[src/rtl/msac_pkg.sv]
package msac_pkg;

   // register byte offsets
   localparam logic [7:0]  STATUS_OFS   = 8'h00;
   localparam logic [7:0]  VERSION_OFS  = 8'h04;
   localparam logic [7:0]  CONFIG_OFS   = 8'h08;
   localparam logic [7:0]  IRQ_STAT_OFS = 8'h0c;
   localparam logic [7:0]  IRQ_MASK_OFS = 8'h10;

   // status word bit positions
   localparam int ST_REACT = 5;
   localparam int ST_ACT   = 4;
   localparam int ST_POW   = 3;
   localparam int ST_CUR   = 2;
   localparam int ST_SURGE = 1;
   localparam int ST_DIP   = 0;
   localparam int ST_W     = 6;

   // configuration word field positions
   localparam int CFG_GAIN2_LSB = 27;
   localparam int CFG_GAIN1_LSB = 24;
   localparam int CFG_TRIM_LSB  = 16;
   localparam int CFG_SRST_LSB  = 5;
   localparam int CFG_SHDN_LSB  = 3;

   // configuration reset values and gain code limits
   localparam logic [2:0]  GAIN_RST      = 3'h3;
   localparam logic [7:0]  TRIM_RST      = 8'h42;
   localparam logic [2:0]  GAIN_MAX_CODE = 3'h5;
   localparam logic [2:0]  GAIN_UNITY    = 3'h0;

   // interrupt bit positions
   localparam int IRQ_SURGE = 0;
   localparam int IRQ_DIP   = 1;
   localparam int IRQ_POW   = 2;
   localparam int IRQ_CUR   = 3;
   localparam int IRQ_W     = 4;

   localparam int ADC_W = 24;

   localparam logic [1:0] RESP_OKAY   = 2'b00;
   localparam logic [1:0] RESP_SLVERR = 2'b10;

   typedef struct packed {
      logic reactive_sign;
      logic active_sign;
      logic power_over;
      logic current_over;
      logic surge_det;
      logic dip_det;
   } msac_meas_t;

   typedef struct packed {
      logic [2:0] gain2;
      logic [2:0] gain1;
      logic [7:0] trim;
      logic [1:0] soft_rst;
      logic [1:0] shdn;
   } msac_cfg_t;

   typedef struct packed {
      logic [2:0] gain_exp;
      logic       bias_en;
      logic       clk_en;
      logic       dig_en;
   } msac_afe_t;

endpackage : msac_pkg

[src/rtl/msac_regs.sv]
// Functional notes
// - status bit 5 shows channel-one reactive sign, one when inductive.
// - status bit 4 shows channel-one active sign, one when importing.
// - status bit 3 follows the channel-one over-power condition.
// - status bit 2 follows the channel-one over-current condition.
// - status bit 1 latches a surge detection until cleared.
// - status bit 0 latches a sag detection until cleared.
// - read-only fixed version word holds the engine date code.
// - each current channel takes gain from its own three-bit field.
// - gain codes zero to five give gains 1 to 32.
// - undefined gain codes 110 and 111 give unity gain.
// - soft reset entered only by writing the two-bit zero-force field.
// - in soft reset the converter runs but its result reads zero.
// - each converter powers down from its own shutdown bit only.
// - clearing a shutdown bit re-enables biases, clock and digital logic.
// - reference trim code resets to 0x42 until software changes it.
// - status word is read-only apart from clearing latched flags.
//
// Implementation choices: the placing of the registers and the AXI4-Lite slave port.
`timescale 1ns/100ps
`default_nettype none

module msac_regs
   import msac_pkg::*;
#(
   parameter logic [15:0] DATE_CODE = 16'h1234 // arbitrary value
) (
   // clock and reset
   input  wire logic                 clk_sys,
   input  wire logic                 rst_n,
   // axi4-lite write address
   input  wire logic [7:0]           s_axi_awaddr,
   input  wire logic                 s_axi_awvalid,
   output logic                      s_axi_awready,
   // axi4-lite write data
   input  wire logic [31:0]          s_axi_wdata,
   input  wire logic [3:0]           s_axi_wstrb,
   input  wire logic                 s_axi_wvalid,
   output logic                      s_axi_wready,
   // axi4-lite write response
   output logic [1:0]                s_axi_bresp,
   output logic                      s_axi_bvalid,
   input  wire logic                 s_axi_bready,
   // axi4-lite read address
   input  wire logic [7:0]           s_axi_araddr,
   input  wire logic                 s_axi_arvalid,
   output logic                      s_axi_arready,
   // axi4-lite read data
   output logic [31:0]               s_axi_rdata,
   output logic [1:0]                s_axi_rresp,
   output logic                      s_axi_rvalid,
   input  wire logic                 s_axi_rready,
   // measurement engine flags
   input  wire msac_pkg::msac_meas_t meas,
   // converter results
   input  wire logic [23:0]          adc_raw_ch1,
   input  wire logic [23:0]          adc_raw_ch2,
   output logic [23:0]               adc_out_ch1,
   output logic [23:0]               adc_out_ch2,
   // front-end controls
   output msac_pkg::msac_afe_t       afe_ch1,
   output msac_pkg::msac_afe_t       afe_ch2,
   // interrupt
   output logic                      irq
);

   // gain code to amplifier exponent, undefined codes give unity
   function automatic logic [2:0] gain_exp(input logic [2:0] code);
      if (code > GAIN_MAX_CODE) begin
         return GAIN_UNITY;
      end
      return code;
   endfunction : gain_exp

   // byte-lane merge of write data
   function automatic logic [31:0] lane_merge(input logic [31:0] old_v,
                                              input logic [31:0] new_v,
                                              input logic [3:0]  strb);
      logic [31:0] r;
      r = old_v;
      for (int i = 0; i < 4; i++) begin
         if (strb[i]) begin
            r[i*8 +: 8] = new_v[i*8 +: 8];
         end
      end
      return r;
   endfunction : lane_merge

   localparam logic [31:0] CFG_RESET =
      (32'(GAIN_RST) << CFG_GAIN2_LSB) |
      (32'(GAIN_RST) << CFG_GAIN1_LSB) |
      (32'(TRIM_RST) << CFG_TRIM_LSB);

   // bus state
   logic              aw_hold_q;
   logic [7:0]        awaddr_q;
   logic              w_hold_q;
   logic [31:0]       wdata_q;
   logic [3:0]        wstrb_q;
   logic              bvalid_q;
   logic [1:0]        bresp_q;
   logic              rvalid_q;
   logic [1:0]        rresp_q;
   logic [31:0]       rdata_q;

   // register state
   logic [ST_W-1:0]   status_q;
   logic [31:0]       cfg_word_q;
   logic [IRQ_W-1:0]  irq_stat_q;
   logic [IRQ_W-1:0]  irq_mask_q;
   msac_meas_t        meas_prev_q;
   logic [23:0]       adc_out_ch1_q;
   logic [23:0]       adc_out_ch2_q;
   msac_afe_t         afe_ch1_q;
   msac_afe_t         afe_ch2_q;

   msac_cfg_t         cfg;
   logic              wr_fire;
   logic              wr_status;
   logic              wr_cfg;
   logic              wr_istat;
   logic              wr_imask;
   logic [31:0]       wr_bits;
   logic              rd_fire;
   logic [IRQ_W-1:0]  irq_evt;

   assign cfg.gain2    = cfg_word_q[CFG_GAIN2_LSB +: 3];
   assign cfg.gain1    = cfg_word_q[CFG_GAIN1_LSB +: 3];
   assign cfg.trim     = cfg_word_q[CFG_TRIM_LSB +: 8];
   assign cfg.soft_rst = cfg_word_q[CFG_SRST_LSB +: 2];
   assign cfg.shdn     = cfg_word_q[CFG_SHDN_LSB +: 2];

   // write channel handshakes
   assign s_axi_awready = !aw_hold_q && !bvalid_q;
   assign s_axi_wready  = !w_hold_q && !bvalid_q;
   assign wr_fire       = aw_hold_q && w_hold_q && !bvalid_q;
   assign wr_bits       = wdata_q & {{8{wstrb_q[3]}}, {8{wstrb_q[2]}},
                                     {8{wstrb_q[1]}}, {8{wstrb_q[0]}}};
   assign wr_status     = wr_fire && (awaddr_q == STATUS_OFS);
   assign wr_cfg        = wr_fire && (awaddr_q == CONFIG_OFS);
   assign wr_istat      = wr_fire && (awaddr_q == IRQ_STAT_OFS);
   assign wr_imask      = wr_fire && (awaddr_q == IRQ_MASK_OFS);

   always_ff @(posedge clk_sys or negedge rst_n) begin
      if (!rst_n) begin
         aw_hold_q <= 1'b0;
         awaddr_q  <= 8'h00;
      end else if (s_axi_awvalid && s_axi_awready) begin
         aw_hold_q <= 1'b1;
         awaddr_q  <= {s_axi_awaddr[7:2], 2'b00};
      end else if (wr_fire) begin
         aw_hold_q <= 1'b0;
      end
   end

   always_ff @(posedge clk_sys or negedge rst_n) begin
      if (!rst_n) begin
         w_hold_q <= 1'b0;
         wdata_q  <= 32'h0000_0000;
         wstrb_q  <= 4'h0;
      end else if (s_axi_wvalid && s_axi_wready) begin
         w_hold_q <= 1'b1;
         wdata_q  <= s_axi_wdata;
         wstrb_q  <= s_axi_wstrb;
      end else if (wr_fire) begin
         w_hold_q <= 1'b0;
      end
   end

   // write response, unmapped or read-only addresses still answer
   always_ff @(posedge clk_sys or negedge rst_n) begin
      if (!rst_n) begin
         bvalid_q <= 1'b0;
         bresp_q  <= RESP_OKAY;
      end else if (wr_fire) begin
         bvalid_q <= 1'b1;
         if (wr_status || wr_cfg || wr_istat || wr_imask ||
             awaddr_q == VERSION_OFS) begin
            bresp_q <= RESP_OKAY;
         end else begin
            bresp_q <= RESP_SLVERR;
         end
      end else if (s_axi_bready) begin
         bvalid_q <= 1'b0;
      end
   end

   assign s_axi_bvalid = bvalid_q;
   assign s_axi_bresp  = bresp_q;

   // read channel
   assign s_axi_arready = !rvalid_q;
   assign rd_fire       = s_axi_arvalid && s_axi_arready;

   always_ff @(posedge clk_sys or negedge rst_n) begin
      if (!rst_n) begin
         rvalid_q <= 1'b0;
         rresp_q  <= RESP_OKAY;
         rdata_q  <= 32'h0000_0000;
      end else if (rd_fire) begin
         rvalid_q <= 1'b1;
         rresp_q  <= RESP_OKAY;
         case ({s_axi_araddr[7:2], 2'b00})
            STATUS_OFS:   rdata_q <= 32'(status_q);
            VERSION_OFS:  rdata_q <= 32'(DATE_CODE);
            CONFIG_OFS:   rdata_q <= cfg_word_q;
            IRQ_STAT_OFS: rdata_q <= 32'(irq_stat_q);
            IRQ_MASK_OFS: rdata_q <= 32'(irq_mask_q);
            default: begin
               rdata_q <= 32'h0000_0000;
               rresp_q <= RESP_SLVERR;
            end
         endcase
      end else if (s_axi_rready) begin
         rvalid_q <= 1'b0;
      end
   end

   assign s_axi_rvalid = rvalid_q;
   assign s_axi_rresp  = rresp_q;
   assign s_axi_rdata  = rdata_q;

   // status word: live bits follow the engine, writes cannot set them
   always_ff @(posedge clk_sys or negedge rst_n) begin
      if (!rst_n) begin
         status_q <= '0;
      end else begin
         status_q[ST_REACT] <= meas.reactive_sign;
         status_q[ST_ACT]   <= meas.active_sign;
         status_q[ST_POW]   <= meas.power_over;
         status_q[ST_CUR]   <= meas.current_over;
         // latched flags: detection wins over a same-cycle clear
         if (meas.surge_det) begin
            status_q[ST_SURGE] <= 1'b1;
         end else if (wr_status && wstrb_q[0] &&
                      !wdata_q[ST_SURGE]) begin
            status_q[ST_SURGE] <= 1'b0;
         end
         if (meas.dip_det) begin
            status_q[ST_DIP] <= 1'b1;
         end else if (wr_status && wstrb_q[0] &&
                      !wdata_q[ST_DIP]) begin
            status_q[ST_DIP] <= 1'b0;
         end
      end
   end

   // configuration word, only software writes change it
   always_ff @(posedge clk_sys or negedge rst_n) begin
      if (!rst_n) begin
         cfg_word_q <= CFG_RESET;
      end else if (wr_cfg) begin
         cfg_word_q <= lane_merge(cfg_word_q, wdata_q, wstrb_q);
      end
   end

   // interrupt events on rising flags
   always_ff @(posedge clk_sys or negedge rst_n) begin
      if (!rst_n) begin
         meas_prev_q <= '0;
      end else begin
         meas_prev_q <= meas;
      end
   end

   always_comb begin
      irq_evt            = '0;
      irq_evt[IRQ_SURGE] = meas.surge_det && !meas_prev_q.surge_det;
      irq_evt[IRQ_DIP]   = meas.dip_det && !meas_prev_q.dip_det;
      irq_evt[IRQ_POW]   = meas.power_over && !meas_prev_q.power_over;
      irq_evt[IRQ_CUR]   = meas.current_over && !meas_prev_q.current_over;
   end

   always_ff @(posedge clk_sys or negedge rst_n) begin
      if (!rst_n) begin
         irq_stat_q <= '0;
      end else if (wr_istat) begin
         irq_stat_q <= (irq_stat_q & ~wr_bits[IRQ_W-1:0]) | irq_evt;
      end else begin
         irq_stat_q <= irq_stat_q | irq_evt;
      end
   end

   always_ff @(posedge clk_sys or negedge rst_n) begin
      if (!rst_n) begin
         irq_mask_q <= '0;
      end else if (wr_imask && wstrb_q[0]) begin
         irq_mask_q <= wdata_q[IRQ_W-1:0];
      end
   end

   assign irq = |(irq_stat_q & irq_mask_q);

   // converter results, forced to zero in soft reset
   always_ff @(posedge clk_sys or negedge rst_n) begin
      if (!rst_n) begin
         adc_out_ch1_q <= '0;
         adc_out_ch2_q <= '0;
      end else begin
         adc_out_ch1_q <= cfg.soft_rst[0] ? '0 : adc_raw_ch1;
         adc_out_ch2_q <= cfg.soft_rst[1] ? '0 : adc_raw_ch2;
      end
   end

   assign adc_out_ch1 = adc_out_ch1_q;
   assign adc_out_ch2 = adc_out_ch2_q;

   // front-end gain and power controls
   always_ff @(posedge clk_sys or negedge rst_n) begin
      if (!rst_n) begin
         afe_ch1_q <= '0;
         afe_ch2_q <= '0;
      end else begin
         afe_ch1_q.gain_exp <= gain_exp(cfg.gain1);
         afe_ch2_q.gain_exp <= gain_exp(cfg.gain2);
         afe_ch1_q.bias_en  <= !cfg.shdn[0];
         afe_ch1_q.clk_en   <= !cfg.shdn[0];
         afe_ch1_q.dig_en   <= !cfg.shdn[0];
         afe_ch2_q.bias_en  <= !cfg.shdn[1];
         afe_ch2_q.clk_en   <= !cfg.shdn[1];
         afe_ch2_q.dig_en   <= !cfg.shdn[1];
      end
   end

   assign afe_ch1 = afe_ch1_q;
   assign afe_ch2 = afe_ch2_q;
endmodule : msac_regs

`default_nettype wire

[config.mk]
export PLATFORM = sky130hd
export DESIGN_NAME = msac_regs
export DESIGN_NICKNAME = d
export VERILOG_FILES = /design/src/rtl/msac_pkg.sv /design/src/rtl/msac_regs.sv
export SDC_FILE = /design/constraint.sdc
export NUM_CORES = 1
export LEC_CHECK = 0
export BUFFER_PORTS_ARGS = -buffer_cell sky130_fd_sc_hd__buf_2
export CAP_MARGIN = 20
export CORE_MARGIN = 5
export CORE_UTILIZATION = 55
export CTS_BUF_LIST = sky130_fd_sc_hd__clkbuf_16
export DETAILED_ROUTE_END_ITERATION = 10
export GPL_TIMING_DRIVEN = 0
export HOLD_SLACK_MARGIN = 0.08
export PLACE_DENSITY = 0.83
export SLEW_MARGIN = 10
export SYNTH_ARGS = -nofsm -noshare
export SYNTH_HDL_FRONTEND = slang
export SYNTH_SLANG_ARGS = --single-unit
[constraint.sdc]
create_clock -name clk_sys -period 3.2 [get_ports clk_sys]
set_input_delay 0.64 -clock clk_sys [delete_from_list [all_inputs] [get_ports clk_sys]]
set_output_delay 0.64 -clock clk_sys [all_outputs]
set_load 0.02 [all_outputs]
# Word-level counts from Yosys, hierarchy flattened

Cells that the tools add are included.

Output and inout port bits: 102
Input port bits: 113
Logic and storage cells: 117
Bits in registers: 188

Reduce and logical (&&, ||, !) cells: 49
Mux-type cells: 23
Bitwise logic cells: 6
Order comparisons: 2
Equal/unequal tests: 8

Operator list:

| cell                                          | number |
|---|---|
| case mux 32 bit (5 select lines)              | 1 |
| 2-to-1 mux 24 bit                             | 2 |
| == test 6 x 2 -> 1 bit, second input constant | 4 |
| logical AND 1 bit                             | 19 |
| 2-to-1 mux 1 bit                              | 13 |
| bitwise AND 4 bit                             | 3 |
| == test 6 x 1 -> 1 bit, second input constant | 2 |
| == test 6 x 3 -> 1 bit, second input constant | 2 |
| zero test 1 bit                               | 12 |
| 2-to-1 mux 3 bit                              | 4 |
| nonzero test 2 bit                            | 6 |
| zero test 8 bit                               | 1 |
| OR 4 bit                                      | 2 |
| AND reduction 2 bit                           | 4 |
| > comparator 3 bit, second input constant     | 2 |
| zero test 6 bit                               | 1 |
| OR reduction 5 bit                            | 1 |
| logical OR 1 bit                              | 4 |
| 2-to-1 mux 2 bit                              | 2 |
| 2-to-1 mux 4 bit                              | 1 |
| NOT 4 bit                                     | 1 |
| OR reduction 4 bit                            | 1 |

# Logic depth before layout (Yosys ltp)

Gate-level depths: netlist of the first run.

Depth in word-level cells: 8
Depth in mapped cells: 6
Depth with buffers taken out: 4

# Least setup slack after synthesis of the first run

Ideal clock, no wire load.

Path type: reg2reg
Start point: register bvalid_q, in the netlist s_axi_bvalid
End point: register wdata_q[10]
Data arrival time: 1.730 ns
Library setup time: 0.125 ns
Stages on the path, launching flop included: 6
Setup slack: 1.346 ns
Buffers on the path: 2
Clock period less this slack: 1.854 ns
Data required time: 3.075 ns
Cells stage by stage: dfrtp_1 > nor2_1 > and2_1 > buf_2 > buf_2 > mux2_2

Cells in the longest elaborated chain, start to end: 3

RTL lines:

| item                   | line             | RTL |
|---|---|---|
| from (decl)            | msac_regs.sv:100 | `logic bvalid_q;` |
| from (signal assigned) | msac_regs.sv:173 | `bvalid_q <= 1'b0;` |
| from (signal assigned) | msac_regs.sv:176 | `bvalid_q <= 1'b1;` |
| from (signal assigned) | msac_regs.sv:184 | `bvalid_q <= 1'b0;` |
| zero test 1 bit        | msac_regs.sv:135 | `assign s_axi_wready = !w_hold_q && !bvalid_q;` |
| logical AND 1 bit      | msac_regs.sv:135 |  |
| via s_axi_wready       | msac_regs.sv:39  | `output logic s_axi_wready,` |
| logical AND 1 bit      | msac_regs.sv:161 | `end else if (s_axi_wvalid && s_axi_wready) begin` |
| to (signal assigned)   | msac_regs.sv:163 | `wdata_q <= s_axi_wdata;` |
| to (decl)              | msac_regs.sv:98  | `logic [31:0] wdata_q;` |

The timed path passes the listed nets, and every way through them passes these cells.
A chain may end at the register's enable or synchronous reset.

# Final worst setup path of the first run

Start point: register bvalid_q, in the netlist s_axi_bvalid
End point: register cfg_word_q[23]

Cells in the longest elaborated chain, start to end: 4

RTL lines:

| item                          | line             | RTL |
|---|---|---|
| zero test 1 bit               | msac_regs.sv:136 | `assign wr_fire = aw_hold_q && w_hold_q && !bvalid_q;` |
| logical AND 1 bit             | msac_regs.sv:136 |  |
| logical AND 1 bit             | msac_regs.sv:140 | `assign wr_cfg = wr_fire && (awaddr_q == CONFIG_OFS);` |
| AND reduction 2 bit (no line) | -                |  |
| to (signal assigned)          | msac_regs.sv:253 | `cfg_word_q <= lane_merge(cfg_word_q, wdata_q, wstrb_q);` |
| to (decl)                     | msac_regs.sv:108 | `logic [31:0] cfg_word_q;` |

Every way passes these cells.

==> metrics.md, run 1 <==
| Metric | Value |
|---|---|
| Synth top cells by count | `178 x dfrtp_1, 77 x mux2_2, 62 x nand2_1` |
| Vias per inst | `5.07` |
| Avg Inst Size Synth | `13.3 µm²` |
| Post-CTS Resized | `0` |
| Fin crit period | `1.99 ns` |
| Synth Cell Area | `6880 µm²` |
| RD Place Congestion | `0.813` |
| Setup Skew | `0.00610 ns` |
| Core area | `12200 µm²` |
| Fmax | `502 MHz` |
| CP cell instances | `nand3b_1 > nor4_4 > nand2_2 > mux2_1` |
| Synth area leader | `dfrtp_1` |
| R2R Setup Slk | `1.21 ns` |
| Area of the die | `14800 µm²` |
| # rows | `40` |
| Synth async-reset ratio | `1.00` |
| Clock latency on the worst-skew pair | `0.42 ns` |
| Post-placement cell count | `894` |
| Area grow syn2layout | `26.9%` |
| Post-layout util | `0.718` |
| Total Wirelength | `15400 µm` |
| I/O Buffers | `206` |
| Number of global-route vias before repair | `5057` |
| Routed len/inst | `16.6 µm` |
| Clk root buf | `clkbuf_16` |
| Relative slew margins | `0.567` |
| CP Data Required Time | `3.50 ns` |
| DPL Wire Length | `11600 µm` |
| Total congestion overflow | `0` |
| I/O pins | `215` |
| Kind of critical path | `reg2reg` |
| # DRC | `0` |
| Mux contribution to synthesized area | `0.133` |
| CP Capture Type | `register` |
| CP arrival | `2.29 ns` |
| Pwr Density | `793 nW/µm²` |
| Num CTS Buffers | `17` |
| Post-synthesis simple-gate area fraction | `0.137` |
| Yosys reg bits | `184` |
| Clock Path Buffers | `2` |
| Global Route Usage Sum | `0.219` |
| DRT antenna net count | `0` |
| RSZ-0062 raised after global routing | `false` |
| Hold Path Class | `in2async` |
| Yosys warns | `0` |
| Post-synth top flop | `dfrtp_1` |
| Non-Filler Instances | `927` |
| Initial DRT Pass Iterations | `4` |
| Synth area leaders | `dfrtp_1 65%, mux2_2 13%, nor2b_1 5.1%` |
| Slew Viols, Final | `0` |
| Die height | `122 µm` |
| # setup viols final | `0` |
| Status | `completed` |
| Worst-margin pin slew | `0.650 ns` |
| Final TNS setup | `0 ns` |
| Top-count cell post-synth | `dfrtp_1` |
| Iter 0 DRT Violations | `220` |
| Xor/xnor share of the synthesized area | `0` |
| Synth Area in Compound Gates | `0.0356` |
| Slowest-stage cell, CP | `nor4_4` |
| Post-synth cell types | `37` |
| Sequential-to-total area share from yosys stat | `0.670` |
| Largest family of logic cells by synthesized area | `simple AND/OR/NAND/NOR gates` |
| Filler cell count | `841` |
| Sinks on Clock Net | `184` |
| Maximum vdd drop | `645 µV` |
| TritonCTS clock tree | `done` |
| First-pass GRT wire length | `25000 µm` |
| Starting density of the core | `0.566` |
| Max Cap Viol | `0` |
| EDFF count, synth | `0` |
| Pin count of the biggest net entering global routing | `96` |
| Clk slew on worst S/H paths | `0.06 ns` |
| Post-CTS setup buffer count | `0` |
| Layout cells sized above 1 | `0.446` |
| Tcrit/Tclk final | `0.623` |
| Post-Synth Adder-Cell Area | `0` |
| Final hold vios | `0` |
| Critical path peak fanout | `8` |
| Initial antenna violation count | `0` |
| Synthesized instance count | `518` |
| Die Span X | `122 µm` |
| CTS Hold Buffers Added | `0` |
| CP peak stage delay | `0.50 ns` |
| DR vias | `4698` |
| Synth top area share | `0.647` |
| Critical path startpoint category | `register` |
| Nets | `858` |
| CTS H-tree lvls | `4` |
| Leakage | `4.45 nW` |
| Hold_ws | `0.217 ns` |
## cell type report
type | instances | area [µm²] | area share
Sequential cell | 184 | 4610 | 0.528
Multi-Input combinational cell | 300 | 2110 | 0.242
Timing Repair Buffer | 207 | 1070 | 0.122
Clock buffer | 17 | 425 | 0.0487
Tap cell | 168 | 210 | 0.0241
Clock inverter | 15 | 138 | 0.0158
Buffer | 26 | 128 | 0.0146
Inverter | 9 | 33.8 | 0.00387
Antenna cell | 1 | 2.50 | 0.000287
## placed cells by master (no fill, tap or decap), types with 2 or more instances in the layout
master	n
buf_2	211
dfrtp_1	178
mux2_2	77
nand2_1	62
nor2b_1	56
nand3_1	24
clkbuf_16	17
nor2_1	15
clkbuf_1	12
inv_1	11
o21ai_0	10
a21oi_1	6
buf_4	6
dfstp_2	6
a22o_1	5
mux2i_1	4
clkinvlp_4	4
nor3_1	3
or3_1	3
o2bb2ai_1	3
a221oi_1	3
nand2b_1	3
nand2_2	3
clkinv_2	3
a21boi_0	2
a22oi_1	2
buf_1	2
nor4_4	2
or2_2	2
and2_1	2
a21o_1	2
o31ai_1	2
conb_1	2
bufinv_16	2
clkinv_1	2
## state kept, by name, summed over array words and instances, names as in the netlist, 4 cells and up
register,count
awaddr_q,6
irq_stat_q,4
wstrb_q,4
afe_ch2,4
adc_out_ch1,24
status_q,6
adc_out_ch2,24
wdata_q,32
s_axi_rdata,32
afe_ch1,4
irq_mask_q,4
cfg_word_q,32
## worst max-delay path: cells and delay by family (launching register included)
family | cells | cell delay [ns]
flip-flops | 1 | 0.42
AND/OR/NAND/NOR | 3 | 1.10
multiplexers | 1 | 0.36
## worst paths after layout
path | from | end | cells after the start
max | s_axi_bvalid | cfg_word_q[23] | 4
min | rst_n | adc_out_ch2[8] | 1
max reg2reg | s_axi_bvalid | cfg_word_q[23] | 4
min reg2reg | cfg_word_q[4] | afe_ch2[0] | 1
max in group asynchronous | rst_n | cfg_word_q[17] | 2
min in group clk_sys | meas[4] | status_q[4] | 1
## stage by stage
step	total power [mW]	setup slack [ns]	instance area [µm²]
2_1_floorplan	4.39	1.35	6890
3_3_place_gp	4.90	-1.10	8130
3_5_place_dp	5.01	0.866	8160
4_1_cts	6.99	1.20	8730
5_1_grt	7.31	1.12	8730
6_report	6.92	1.21	8730
## logic make-up (layout without fill, tap and decap cells)
| family | after synthesis | count (layout) |
|---|---|---|
| simple gates | 180 | 180 |
| buf+inv | 35 | 274 |
| compound gates | 36 | 36 |
| flops | 184 | 184 |
| mux | 82 | 82 |
| other cells | 1 | 3 |
## per-layer routing
layer,routed length (µm),vias up,GRT usage
met2,7910,178,0.382
li1,-,2192,-
met5,0,-,0
met4,340,0,0.0833
met3,1350,32,0.0645
met1,5830,2296,0.255
## where the power goes
| part | total (mW) | internal (mW) | switching [mW] |
|---|---|---|---|
| clock network | 1.97 | 1.14 | 0.838 |
| registers | 3.32 | 2.96 | 0.358 |
| logic | 1.62 | 0.760 | 0.864 |
| total | 6.92 | 4.86 | 2.06 |
No activity file was read; power rests on OpenSTA's default activity.
==> run 2: changes to the inputs <==
CORE_UTILIZATION = 46   (was 55)
PLACE_DENSITY = 0.74   (was 0.83)
clock period = 1.7 ns   (was 3.2 ns; I/O delays follow)
==> metrics.md, run 2 (synthesis results as in run 1) <==
| Metric | Value |
|---|---|
| Starting density of the core | `0.472 (-0.0941)` |
| Clk root buf | `clkbuf_16` |
| CTS H-tree lvls | `4 (unchanged)` |
| Layout cells sized above 1 | `0.457 (+0.0112)` |
| Sequential cell area | `4610 µm² (about the same)` |
| Clock Path Buffers | `2 (unchanged)` |
| Clock latency on the worst-skew pair | `0.43 ns (about the same)` |
| Filler cell count | `1167 (+39%)` |
| I/O pins | `215 (unchanged)` |
| Commonest cells after routing, fill and taps aside | `207 x buf_2, 177 x dfrtp_1, 76 x mux2_2` |
| Critical path startpoint category | `register` |
| Worst-margin pin slew | `0.585 ns (-0.0656 ns)` |
| Pint | `9.24 mW (+90%)` |
| Global Route Usage Sum | `0.187 (-0.0314)` |
| CP peak stage delay | `0.44 ns (-0.06 ns)` |
| Final hold vios | `0 (unchanged)` |
| Post-layout util | `0.612 (-0.106)` |
| # diodes | `0 (-1)` |
| RD Place Congestion | `0.786 (-3.3%)` |
| Slew Viols, Final | `0 (unchanged)` |
| # setup viols final | `0 (unchanged)` |
| Area after DPL | `8190 µm² (+0.34%)` |
| Number of global-route vias before repair | `5102 (+0.89%)` |
| Clock power frac | `0.285 (about the same)` |
| Hold Path Class | `in2reg` |
| Hold_ws | `0.0975 ns (-0.119 ns)` |
| NetSw | `3.99 mW (+94%)` |
| Critical path peak fanout | `8 (unchanged)` |
| Pwr Density | `1480 nW/µm² (+87%)` |
| CP Data Required Time | `2.01 ns (-1.49 ns)` |
| # rows | `44 (+10%)` |
| Tcrit/Tclk final | `0.996 (+0.373)` |
| Status | `completed` |
| # DRC | `0 (unchanged)` |
| Vias per inst | `4.93 (-2.7%)` |
| Kind of critical path | `reg2reg` |
| Switching fraction of total power | `0.302 (+0.00381)` |
| DR vias | `4702 (+0.085%)` |
| Fin crit period | `1.69 ns (-0.300 ns)` |
| Most used cell along the critical path | `buf_6` |
| Relative slew margins | `0.610 (+0.0437)` |
| CP arrival | `2.01 ns (-0.28 ns)` |
| Commonest non-fill, non-tap cell in the layout | `buf_2` |
| Pin count of the biggest net entering global routing | `106 (+10%)` |
| TritonCTS clock tree | `done` |
| Area of the die | `17500 µm² (+18%)` |
| DPL Wire Length | `11700 µm (+1.4%)` |
| Multi-input gate area | `2160 µm² (+2.4%)` |
| Area grow syn2layout | `29.8%` |
| Core area | `14600 µm² (+20%)` |
| CP Capture Type | `register` |
| RSZ-0062 raised after global routing | `true` |
| Total congestion overflow | `0 (unchanged)` |
| Total Wirelength | `16000 µm (+3.6%)` |
| I/O Buffers | `206 (unchanged)` |
| DRT antenna net count | `0 (unchanged)` |
| Maximum vdd drop | `866 µV (+34%)` |
| Final TNS setup | `0 ns (unchanged)` |
| First-pass GRT wire length | `26300 µm (+4.9%)` |
| Gate power share | `0.240 (+0.005)` |
| Slowest-stage cell, CP | `dfrtp_2` |
| Nets | `870 (+1.4%)` |
| Clk slew on worst S/H paths | `0.07 ns (about the same)` |
| Final instance area | `8930 µm² (+2.3%)` |
| Iter 0 DRT Violations | `181 (-18%)` |
| Sequential Power Share | `0.475 (-0.005)` |
| Die height | `132 µm (+8.6%)` |
| Initial antenna violation count | `2 (+2)` |
| Routed len/inst | `16.7 µm (+0.65%)` |
| Sinks on Clock Net | `184 (unchanged)` |
| Leakage | `4.57 nW (+2.6%)` |
| CP cell instances | `nand3b_1 > buf_6 > nor4_4 > buf_6 > nand2_4 > mux2_4` |
| Fmax | `591 MHz (+18%)` |
| Num CTS Buffers | `17 (unchanged)` |
| Max Cap Viol | `0 (unchanged)` |
| Setup Skew | `0.0106 ns (+0.00454 ns)` |
| Initial DRT Pass Iterations | `4 (unchanged)` |
| Total design power | `13.2 mW (+91%)` |
| Die Span X | `132 µm (+8.6%)` |
-- run 2: cell types whose count changed in the layout (fill, tap and decap cells not counted), moves of 2 or more --
| cell | change |
|---|---|
| buf_2 | -4 |
| clkinvlp_4 | -2 |
| clkbuf_2 | +4 |
| buf_6 | +2 |
| nor3_2 | +2 |
| nand2_4 | +3 |
| clkbuf_4 | +2 |
| nor3_1 | -2 |
| clkbuf_1 | -3 |
| buf_4 | +5 |
| mux2_4 | +2 |
| dlygate4sd3_1 | +7 |
| nand2_2 | -3 |
-- run 2: worst max-delay path: cells and delay by family (launching register included) --
kind,cells,cell delay [ns]
simple gates,3,0.51
flops,1,0.44
buf+inv,2,0.32
mux,1,0.31
-- run 2: metal layers --
layer,share of wire,GRT usage,vias up,routed length (µm)
li1,-,-,2211,-
met5,0.0017,0,-,27
met3,0.079,0.0645,32,1260
met2,0.50,0.309,181,7930
met1,0.40,0.225,2274,6360
met4,0.025,0.0781,4,401
-- run 2: power groups by stage --
stage / sequential, mW / clock (mW) / combinational [mW]
after floorplan: 6.59 / 0 / 1.69
after global placement: 6.28 / 0 / 3.01
after detailed placement: 6.35 / 0 / 3.12
after CTS: 6.28 / 3.85 / 3.18
after global routing: 6.45 / 4.05 / 3.47
final: 6.28 / 3.77 / 3.17
-- run 2: area by class of cell --
type	count	area share
Clock buffer	17	0.0476
Timing Repair Buffer	219	0.133
Sequential cell	184	0.517
Tap cell	184	0.0258
Inverter	9	0.00378
Clock inverter	15	0.0156
Buffer	26	0.0160
Multi-Input combinational cell	300	0.242
-- run 2: final timing paths --
check | from | end | slack, ns | cells past startpoint
setup reg to reg | s_axi_bvalid | cfg_word_q[23] | 0.007 | 6
hold / removal | s_axi_rready | s_axi_rvalid | 0.1 | 2
min in group asynchronous | rst_n | adc_out_ch2[14] | 0.48 | 2
max in group asynchronous | rst_n | s_axi_bvalid | 0.30 | 3
hold reg to reg | cfg_word_q[3] | afe_ch1[0] | 0.44 | 1
setup / recovery | s_axi_bvalid | cfg_word_q[23] | 0.007 | 6
-- run 2: repair_timing --
| item | in CTS | in global routing |
|---|---|---|
| endpoints found under the setup margin | 79 | 73 |
| hold endpoints to repair | 85 | 0 |
| hold buffers | 7 | 0 |
| buffers inserted | 2 | 3 |
| pin swaps | 2 | 2 |
| resized for setup | 8 | 15 |
-- run 2: per-stage QoR --
stage               std cells  worst slack (ns)
finish                    954           0.00653
global route              954           -0.0590
CTS                       951           -0.0549
detailed placement        910            -0.394
global placement          909             -2.73
floorplan                 519           -0.0285
